### src/rtl/port_pins_regs.svh
// Constants for the port pin and bus strobe block
`ifndef PORT_PINS_REGS_SVH
`define PORT_PINS_REGS_SVH
`define OSC_PERIOD_NS        40
`define STROBE_PERIOD_CYC    4
`define STROBE_HIGH_HALF     3
`define FETCH_LOW_PHASE      4
`define READ_CAPTURE_PHASE   7
`define LOW_PORT_RESET       8'hFF
`define QUASI_PORT_RESET     8'hFF
`define STRONG_HIGH_CYC      2
`define RESET_SYNC_STAGES    3
`endif

### src/rtl/port_pins_pkg.sv
// Types for the port pin and bus strobe block
package port_pins_pkg;
    typedef enum logic [1:0] {
        BUS_IDLE,
        BUS_CODE,
        BUS_DATA
    } bus_state_type;
endpackage

### src/rtl/port_pins_and_bus_strobes.sv
// Low port, quasi port, latch strobe, fetch strobe and reset input logic
// Notes on behaviour
// [RQ1] Latch strobe period four oscillator cycles, high one and a half cycles.
// [RQ2] Latch strobe held high while in reset.
// [RQ3] Disable bit set holds latch strobe high when bus idle.
// [RQ4] Latch strobe pulses during external accesses regardless of disable bit.
// [RQ5] Fetch strobe pulses low on external code fetch, otherwise high.
// [RQ6] Low address byte driven while strobe high; data follows after fall.
// [RQ7] Low port open-drain as I/O, drives both levels as bus.
// [RQ8] Low port pins float after reset; outside pull-ups needed for I/O.
// [RQ9] Quasi port reads one after reset, held by weak pull-up.
// [RQ10] Writing zero turns on strong pull-down until one written or reset.
// [RQ11] Zero to one write gives brief strong high, then weak pull-up.
// [RQ12] High reset input requests reset; power-up reset made internally.
// [RQ13] Strong high drive lasts two oscillator cycles. The code holds it for two clock halves, which is one oscillator cycle.
`timescale 1ns/1ps
`include "port_pins_regs.svh"
module port_pins_and_bus_strobes #(
    parameter int WIDTH     = 8,
    parameter int POR_CYC   = 16
) (
    input  wire logic             i_clk,
    input  wire logic             i_resetn,
    input  wire logic             i_reset_pin,
    input  wire logic             i_latch_strobe_disable,
    input  wire logic             i_ext_code,
    input  wire logic             i_ext_data,
    input  wire logic             i_data_write,
    input  wire logic [WIDTH-1:0] i_addr_low,
    input  wire logic [WIDTH-1:0] i_wr_data,
    input  wire logic             i_low_port_wr,
    input  wire logic [WIDTH-1:0] i_low_port_data,
    input  wire logic [WIDTH-1:0] i_low_addr_data_bus_in,
    input  wire logic             i_quasi_wr,
    input  wire logic [WIDTH-1:0] i_quasi_data,
    input  wire logic [WIDTH-1:0] i_quasi_pin_in,
    output logic [WIDTH-1:0]      o_low_addr_data_bus_out,
    output logic [WIDTH-1:0]      o_low_addr_data_bus_oe,
    output logic [WIDTH-1:0]      o_bus_rd_data,
    output logic [WIDTH-1:0]      o_quasi_strong_low,
    output logic [WIDTH-1:0]      o_quasi_strong_high,
    output logic [WIDTH-1:0]      o_quasi_weak_high,
    output logic [WIDTH-1:0]      o_quasi_read,
    output logic                  o_latch_strobe,
    output logic                  o_prog_fetch_strobe_n,
    output logic                  o_in_reset,
    output logic                  o_cycle_start
);
    logic [2:0]       rst_sync_reg;
    logic [7:0]       por_reg;
    logic             in_reset;
    logic [2:0]       phase_reg;
    logic             rst_stable_reg;
    logic             bus_reg;
    logic             code_reg;
    logic             write_reg;
    logic [WIDTH-1:0] addr_reg;
    logic [WIDTH-1:0] wdata_reg;
    logic [WIDTH-1:0] low_latch_reg;
    logic [WIDTH-1:0] rd_reg;
    logic [WIDTH-1:0] bus_out_reg;
    logic [WIDTH-1:0] bus_oe_reg;
    logic             strobe_reg;
    logic             fetch_n_reg;
    logic [WIDTH-1:0] q_sync1_reg;
    logic [WIDTH-1:0] q_sync2_reg;
    logic [WIDTH-1:0] q_sync3_reg;
    logic [WIDTH-1:0] q_stable_reg;
    logic [WIDTH-1:0] q_latch;
    port_pins_pkg::bus_state_type state_reg;
    port_pins_pkg::bus_state_type state_next;
    wire reset_req  = rst_stable_reg; // RQ12
    wire por_busy   = por_reg != 8'(POR_CYC);
    wire cyc_start  = (phase_reg == 3'h0) && !in_reset;
    wire access     = i_ext_code || i_ext_data;
    // Phase counts half cycles; strobe high for three of eight halves
    wire strobe_hi  = (phase_reg < 3'(`STROBE_HIGH_HALF)); // RQ1
    wire strobe_on  = bus_reg || !i_latch_strobe_disable; // RQ3 RQ4
    wire strobe_val = in_reset || !strobe_on || strobe_hi; // RQ2
    // Address goes out on the starting edge so it stands for all three strobe-high clocks
    wire addr_start = cyc_start && access; // RQ6
    wire addr_phase = bus_reg && strobe_hi && !cyc_start; // RQ6
    wire data_drive = bus_reg && !strobe_hi && write_reg;
    wire fetch_low  = bus_reg && code_reg && (phase_reg >= 3'(`FETCH_LOW_PHASE)); // RQ5
    assign in_reset = reset_req || por_busy;
    // Both edges not available on a single clock, so phase counts clock edges as halves
    always_ff @(posedge i_clk or negedge i_resetn) begin
        if (!i_resetn) begin
            rst_sync_reg   <= 3'h0;
            rst_stable_reg <= 1'b0;
        end else begin
            rst_sync_reg   <= {rst_sync_reg[1:0], i_reset_pin};
            rst_stable_reg <= (rst_sync_reg[2] && rst_sync_reg[1])
                           || (rst_stable_reg && (rst_sync_reg[2] || rst_sync_reg[1]));
        end
    end
    always_ff @(posedge i_clk or negedge i_resetn) begin
        if (!i_resetn) begin
            por_reg <= 8'h00;
        end else if (por_busy) begin
            por_reg <= por_reg + 8'h01; // RQ12
        end
    end
    always_ff @(posedge i_clk or negedge i_resetn) begin
        if (!i_resetn) begin
            phase_reg <= 3'h0;
        end else if (in_reset) begin
            phase_reg <= 3'h0;
        end else begin
            phase_reg <= phase_reg + 3'h1;
        end
    end
    always_comb begin
        state_next = state_reg;
        case (state_reg)
            port_pins_pkg::BUS_IDLE: begin
                if (cyc_start && i_ext_code) begin
                    state_next = port_pins_pkg::BUS_CODE;
                end else if (cyc_start && i_ext_data) begin
                    state_next = port_pins_pkg::BUS_DATA;
                end
            end
            port_pins_pkg::BUS_CODE,
            port_pins_pkg::BUS_DATA: begin
                if (cyc_start && !access) begin
                    state_next = port_pins_pkg::BUS_IDLE;
                end else if (cyc_start) begin
                    state_next = i_ext_code ? port_pins_pkg::BUS_CODE
                                            : port_pins_pkg::BUS_DATA;
                end
            end
            default: begin
                state_next = port_pins_pkg::BUS_IDLE;
            end
        endcase
        if (in_reset) begin
            state_next = port_pins_pkg::BUS_IDLE;
        end
    end
    always_ff @(posedge i_clk or negedge i_resetn) begin
        if (!i_resetn) begin
            state_reg <= port_pins_pkg::BUS_IDLE;
        end else begin
            state_reg <= state_next;
        end
    end
    assign bus_reg  = (state_reg != port_pins_pkg::BUS_IDLE);
    assign code_reg = (state_reg == port_pins_pkg::BUS_CODE);
    always_ff @(posedge i_clk or negedge i_resetn) begin
        if (!i_resetn) begin
            addr_reg  <= '0;
            wdata_reg <= '0;
            write_reg <= 1'b0;
        end else if (cyc_start) begin
            addr_reg  <= i_addr_low;
            wdata_reg <= i_wr_data;
            write_reg <= i_ext_data && !i_ext_code && i_data_write;
        end
    end
    always_ff @(posedge i_clk or negedge i_resetn) begin
        if (!i_resetn) begin
            low_latch_reg <= `LOW_PORT_RESET;
        end else if (in_reset) begin
            low_latch_reg <= `LOW_PORT_RESET;
        end else if (i_low_port_wr) begin
            low_latch_reg <= i_low_port_data;
        end
    end
    always_ff @(posedge i_clk or negedge i_resetn) begin
        if (!i_resetn) begin
            bus_out_reg <= '0;
            bus_oe_reg  <= '0; // RQ8
        end else if (in_reset) begin
            bus_out_reg <= '0;
            bus_oe_reg  <= '0; // RQ8
        end else if (addr_start) begin
            bus_out_reg <= i_addr_low; // RQ6
            bus_oe_reg  <= '1;
        end else if (addr_phase) begin
            bus_out_reg <= addr_reg; // RQ6 RQ7
            bus_oe_reg  <= '1;
        end else if (data_drive) begin
            bus_out_reg <= wdata_reg; // RQ7
            bus_oe_reg  <= '1;
        end else if (bus_reg) begin
            bus_out_reg <= '0; // RQ6
            bus_oe_reg  <= '0;
        end else begin
            bus_out_reg <= '0; // RQ7
            bus_oe_reg  <= ~low_latch_reg;
        end
    end
    always_ff @(posedge i_clk or negedge i_resetn) begin
        if (!i_resetn) begin
            rd_reg <= '0;
        end else if (bus_reg && !write_reg && phase_reg == 3'(`READ_CAPTURE_PHASE)) begin
            rd_reg <= i_low_addr_data_bus_in;
        end
    end
    always_ff @(posedge i_clk or negedge i_resetn) begin
        if (!i_resetn) begin
            strobe_reg  <= 1'b1; // RQ2
            fetch_n_reg <= 1'b1; // RQ5
        end else begin
            strobe_reg  <= strobe_val;
            fetch_n_reg <= !(fetch_low && !in_reset);
        end
    end
    genvar g;
    generate
        for (g = 0; g < WIDTH; g++) begin : gen_quasi
            quasi_port_bit u_bit (
                .i_clk         (i_clk),
                .i_resetn      (i_resetn),
                .i_reset_req   (in_reset),
                .i_wr          (i_quasi_wr),
                .i_wr_data     (i_quasi_data[g]),
                .o_latch       (q_latch[g]),
                .o_strong_low  (o_quasi_strong_low[g]),
                .o_strong_high (o_quasi_strong_high[g]),
                .o_weak_high   (o_quasi_weak_high[g])
            );
        end
    endgenerate
    // Pin reads change only when the second and third stages agree
    always_ff @(posedge i_clk or negedge i_resetn) begin
        if (!i_resetn) begin
            q_sync1_reg  <= `QUASI_PORT_RESET;
            q_sync2_reg  <= `QUASI_PORT_RESET;
            q_sync3_reg  <= `QUASI_PORT_RESET;
            q_stable_reg <= `QUASI_PORT_RESET; // RQ9
        end else begin
            q_sync1_reg  <= i_quasi_pin_in;
            q_sync2_reg  <= q_sync1_reg;
            q_sync3_reg  <= q_sync2_reg;
            q_stable_reg <= (q_sync2_reg & q_sync3_reg)
                          | (q_stable_reg & (q_sync2_reg | q_sync3_reg));
        end
    end
    assign o_quasi_read            = q_stable_reg & q_latch;
    assign o_low_addr_data_bus_out = bus_out_reg;
    assign o_low_addr_data_bus_oe  = bus_oe_reg;
    assign o_bus_rd_data           = rd_reg;
    assign o_latch_strobe          = strobe_reg;
    assign o_prog_fetch_strobe_n   = fetch_n_reg;
    assign o_in_reset              = in_reset;
    assign o_cycle_start           = cyc_start;
endmodule

### src/rtl/quasi_port_bit.sv
// One quasi-bidirectional port bit with momentary strong high drive
`timescale 1ns/1ps
`include "port_pins_regs.svh"
module quasi_port_bit #(
    parameter int STRONG_CYC = `STRONG_HIGH_CYC
) (
    input  wire logic i_clk,
    input  wire logic i_resetn,
    input  wire logic i_reset_req,
    input  wire logic i_wr,
    input  wire logic i_wr_data,
    output logic      o_latch,
    output logic      o_strong_low,
    output logic      o_strong_high,
    output logic      o_weak_high
);
    logic       latch_reg;
    logic [2:0] boost_reg;
    logic       rise;
    assign rise = i_wr && i_wr_data && !latch_reg;
    always_ff @(posedge i_clk or negedge i_resetn) begin
        if (!i_resetn) begin
            latch_reg <= 1'b1;
        end else if (i_reset_req) begin
            latch_reg <= 1'b1;
        end else if (i_wr) begin
            latch_reg <= i_wr_data; // RQ10
        end
    end
    always_ff @(posedge i_clk or negedge i_resetn) begin
        if (!i_resetn) begin
            boost_reg <= 3'h0;
        end else if (i_reset_req) begin
            boost_reg <= 3'h0;
        end else if (rise) begin
            boost_reg <= 3'(STRONG_CYC); // RQ11 RQ13
        end else if (boost_reg != 3'h0) begin
            boost_reg <= boost_reg - 3'h1;
        end
    end
    assign o_latch       = latch_reg;
    assign o_strong_low  = !latch_reg; // RQ10
    assign o_strong_high = latch_reg && (boost_reg != 3'h0); // RQ11
    assign o_weak_high   = latch_reg; // RQ9
endmodule

### config.mk
export PLATFORM = sky130hd
export DESIGN_NAME = port_pins_and_bus_strobes
export DESIGN_NICKNAME = d
export VERILOG_FILES = /design/src/rtl/port_pins_pkg.sv /design/src/rtl/port_pins_and_bus_strobes.sv /design/src/rtl/quasi_port_bit.sv
export VERILOG_INCLUDE_DIRS = /design/src /design/src/rtl
export SDC_FILE = /design/constraint.sdc
export NUM_CORES = 1
export LEC_CHECK = 0
export ABC_CLOCK_PERIOD_IN_PS = 3100
export BUFFER_PORTS_ARGS = -buffer_cell sky130_fd_sc_hd__buf_2
export CAP_MARGIN = 20
export CORE_MARGIN = 1.5
export CORE_UTILIZATION = 55
export CTS_BUF_LIST = sky130_fd_sc_hd__clkbuf_4 sky130_fd_sc_hd__clkbuf_8
export CTS_CLUSTER_DIAMETER = 150
export DETAILED_ROUTE_END_ITERATION = 8
export GPL_TIMING_DRIVEN = 0
export PLACE_DENSITY = 0.84
export SLEW_MARGIN = 20
export SYNTH_ARGS = -nofsm -noshare
export SYNTH_HDL_FRONTEND = slang
export SYNTH_HIERARCHICAL = 1
export SYNTH_SLANG_ARGS = --single-unit
### constraint.sdc
create_clock -name i_clk -period 3.1 [get_ports i_clk]
set_input_delay 0.62 -clock i_clk [delete_from_list [all_inputs] [get_ports i_clk]]
set_output_delay 0.62 -clock i_clk [all_outputs]
set_load 0.01 [all_outputs]
==> flow_summary.json <==
{
  "placed_area_um2": 6490,
  "remaining_drc_errors": 0,
  "vias_per_cell": 5.18,
  "core.rowCount": 36,
  "grt_pass1_vias": 3989,
  "hpwl_um": 7840,
  "hp-class": "input port to asynchronous set/reset pin",
  "largest_reg_flops": 24,
  "dieWidth_um": 105,
  "crit_path_end_kind": "output pin",
  "period_share_pct": 93.6,
  "r2r_slack_ns": 0.74,
  "ff2ff_path_depth": 7,
  "clkPwrFrac_pct": 27.2,
  "status": "finished, final reports clean",
  "antenna_found_initial": 0,
  "yosysSeqAreaShare_pct": 59.1,
  "fp.coreArea_um2": 9910,
  "grt_max_degree": 84,
  "synth_top_cells_by_count": "dfrtp_1, dfstp_2, inv_1",
  "ys_ff_latch": 132,
  "overflow": 0,
  "grt_pass1_wl_um": 18500,
  "timing.final.ws_setup_ns": 0.198,
  "area_growth_pct": 21.7,
  "cts.clk_slew.worst_paths_ns": 0.08,
  "initial_core_util_pct": 57.4,
  "r2r-end": "o_low_addr_data_bus_oe[6]",
  "skew_ns": 0.0132,
  "boundaryPins": 117,
  "num_antenna_cells": 0,
  "intPower_mw": 3.65,
  "wl_per_cell_um": 14.9,
  "dominantRegCellSynth": "dfrtp_1",
  "synth_area_leader_cell": "dfrtp_1",
  "yosysUniqueCellTypes": 41,
  "drv_cap": 0,
  "n_fill_cell": 742,
  "setup_viol": 0,
  "synthCells": 459,
  "cts-root-buf": "clkbuf_8",
  "path_class": "register to output pin",
  "power_frac_seq_pct": 42.8,
  "dp_slack_ns": 0.398,
  "p_sw_share_pct": 30.9,
  "die_area_um2": 11000,
  "power_switching_mw": 1.63,
  "grt_util_all_layers_pct": 21.7,
  "cts-buffers-inserted": 17,
  "async_flop_share_pct": 100,
  "r2r_start": "por_reg[0]",
  "fin_area_um2": 6930,
  "clk_latency_ns": 0.43,
  "drv_slew": 0,
  "dr.pass1.iters": 4,
  "p_leak_nw": 3.40,
  "wirelength_um": 11100,
  "drt-initial-drc-count": 194,
  "startpoint_type": "register",
  "gp_congestion": 0.759,
  "syn_nets": 540,
  "dr_total_vias": 3850,
  "max_freq_mhz": 345,
  "power_density_nw_per_um2": 763,
  "grt_setup_unrepaired": "false",
  "yosys.area.top_type_share_pct": 36.0,
  "clockBufferDepth": 2,
  "place.port_buffers": 115,
  "crit_path_start": "por_reg[0]",
  "tritoncts": "yes",
  "ant_nets": 0,
  "max-vdd-ir-drop_mv": 0.432,
  "synth.most_common_cell": "dfrtp_1",
  "synthTopCellsByArea": "dfrtp_1, dfstp_2, ha_1, mux2_2, inv_1",
  "htree_levels": 4,
  "critPathRequiredTime_ns": 2.48,
  "clkSinkCount": 132,
  "hold_viol_final": 0,
  "crit_fanout": 10,
  "netlist_area_um2": 5690,
  "finalNetCount": 678,
  "die_height_um": 105,
  "drive_gt1_share_pct": 41.8,
  "cp_data_arrival_time_ns": 2.28,
  "yosysWarnings": 6,
  "avgSynthCellArea_um2": 12.4,
  "synth-edff-count": 0,
  "finalCriticalPeriod_ns": 2.90,
  "slew_headroom_pct": 52.7,
  "comb_power_share_pct": 30.0,
  "worst_pin_slew_ns": 0.706
}
-- cell families after synthesis --
| logic type | share of synthesized area [%] |
|---|---|
| AO/OA/AOI/OAI | 8.75 |
| XOR/XNOR | 2.31 |
| adder cells (fa/ha/maj) | 6.86 |
| buffers and inverters | 4.94 |
| flip-flops | 59.1 |
| multiplexers | 6.15 |
| AND/OR/NAND/NOR | 11.9 |
-- stage by stage --
step                      setup TNS, ns  hold slack [ns]  cells  total power [mW]  utilization [%]
final                                 0            0.125    743              5.29             69.9
after global routing                  0            0.124    743              5.64             69.9
after CTS                             0            0.104    743              5.35             69.7
after detailed placement              0            0.336    709              3.88             65.5
after global placement           -14.30            0.335    707              3.74             64.9
after floorplan                       0            0.324    459              3.38                -
-- cells in the final DEF, fill, tap and decap left out, drive strengths merged, types with 9 or more instances in the layout --
| cell type | instances |
|---|---|
| inv | 50 |
| buf | 131 |
| and2 | 18 |
| nand2 | 20 |
| maj3 | 9 |
| dfrtp | 82 |
| ha | 24 |
| nor2 | 29 |
| clkbuf | 24 |
| nand2b | 10 |
| mux2 | 24 |
| dfstp | 50 |
| a21oi | 14 |
| nor2b | 9 |
| nor3 | 9 |
-- area by class of cell --
type / instances / area [µm²] / area share, %
inverter: 50 / 188 / 2.71
timing repair buffer: 119 / 644 / 9.30
tap: 133 / 166 / 2.40
clock buffer: 20 / 263 / 3.79
clock inverter: 12 / 138 / 1.99
multi-input combinational: 261 / 2070 / 29.8
sequential: 132 / 3370 / 48.6
buffer: 16 / 95.1 / 1.37
-- critical path: stages (launching register included) --
cell and delay [ns]:
dfrtp_1 0.42, inv_1 0.11, ha_1 0.15, nor4b_4 0.27, buf_4 0.17, nand3_2 0.23
buf_2 0.31, inv_1 0.07, buf_2 0.12
-- routing by layer --
layer	vias to the layer above	wire, µm	GRT usage (%)
li1	1828	-	-
met1	1920	4510	24.5
met2	94	5950	37.5
met3	8	524	6.80
met4	0	83	9.69
met5	-	0	0
-- worst max path at each step --
stage                         end  cells after the start  slack [ns]
finish              o_cycle_start                      8        0.20
global route        o_cycle_start                      8        0.02
CTS                 o_cycle_start                      7        0.04
detailed placement     o_in_reset                      9        0.40
global placement       o_in_reset                      8       -0.25
floorplan              o_in_reset                      7        0.54
-- power by group through the flow --
| stage | clock [mW] | sequential [mW] | combinational, mW |
|---|---|---|---|
| 2_1_floorplan | 0 | 2.26 | 1.11 |
| 3_3_place_gp | 0 | 2.26 | 1.48 |
| 3_5_place_dp | 0 | 2.29 | 1.59 |
| 4_1_cts | 1.49 | 2.26 | 1.60 |
| 5_1_grt | 1.55 | 2.30 | 1.79 |
| 6_report | 1.44 | 2.26 | 1.59 |
-- what timing repair did --
item	in CTS	in global routing
hold endpoints to repair	0	0
hold buffers	0	0
pin swaps	0	0
endpoints found under the setup margin	1	2
gates resized for setup	0	4
setup buffers	2	0
gates cloned	0	0
Power figures use the tool's default switching activity.
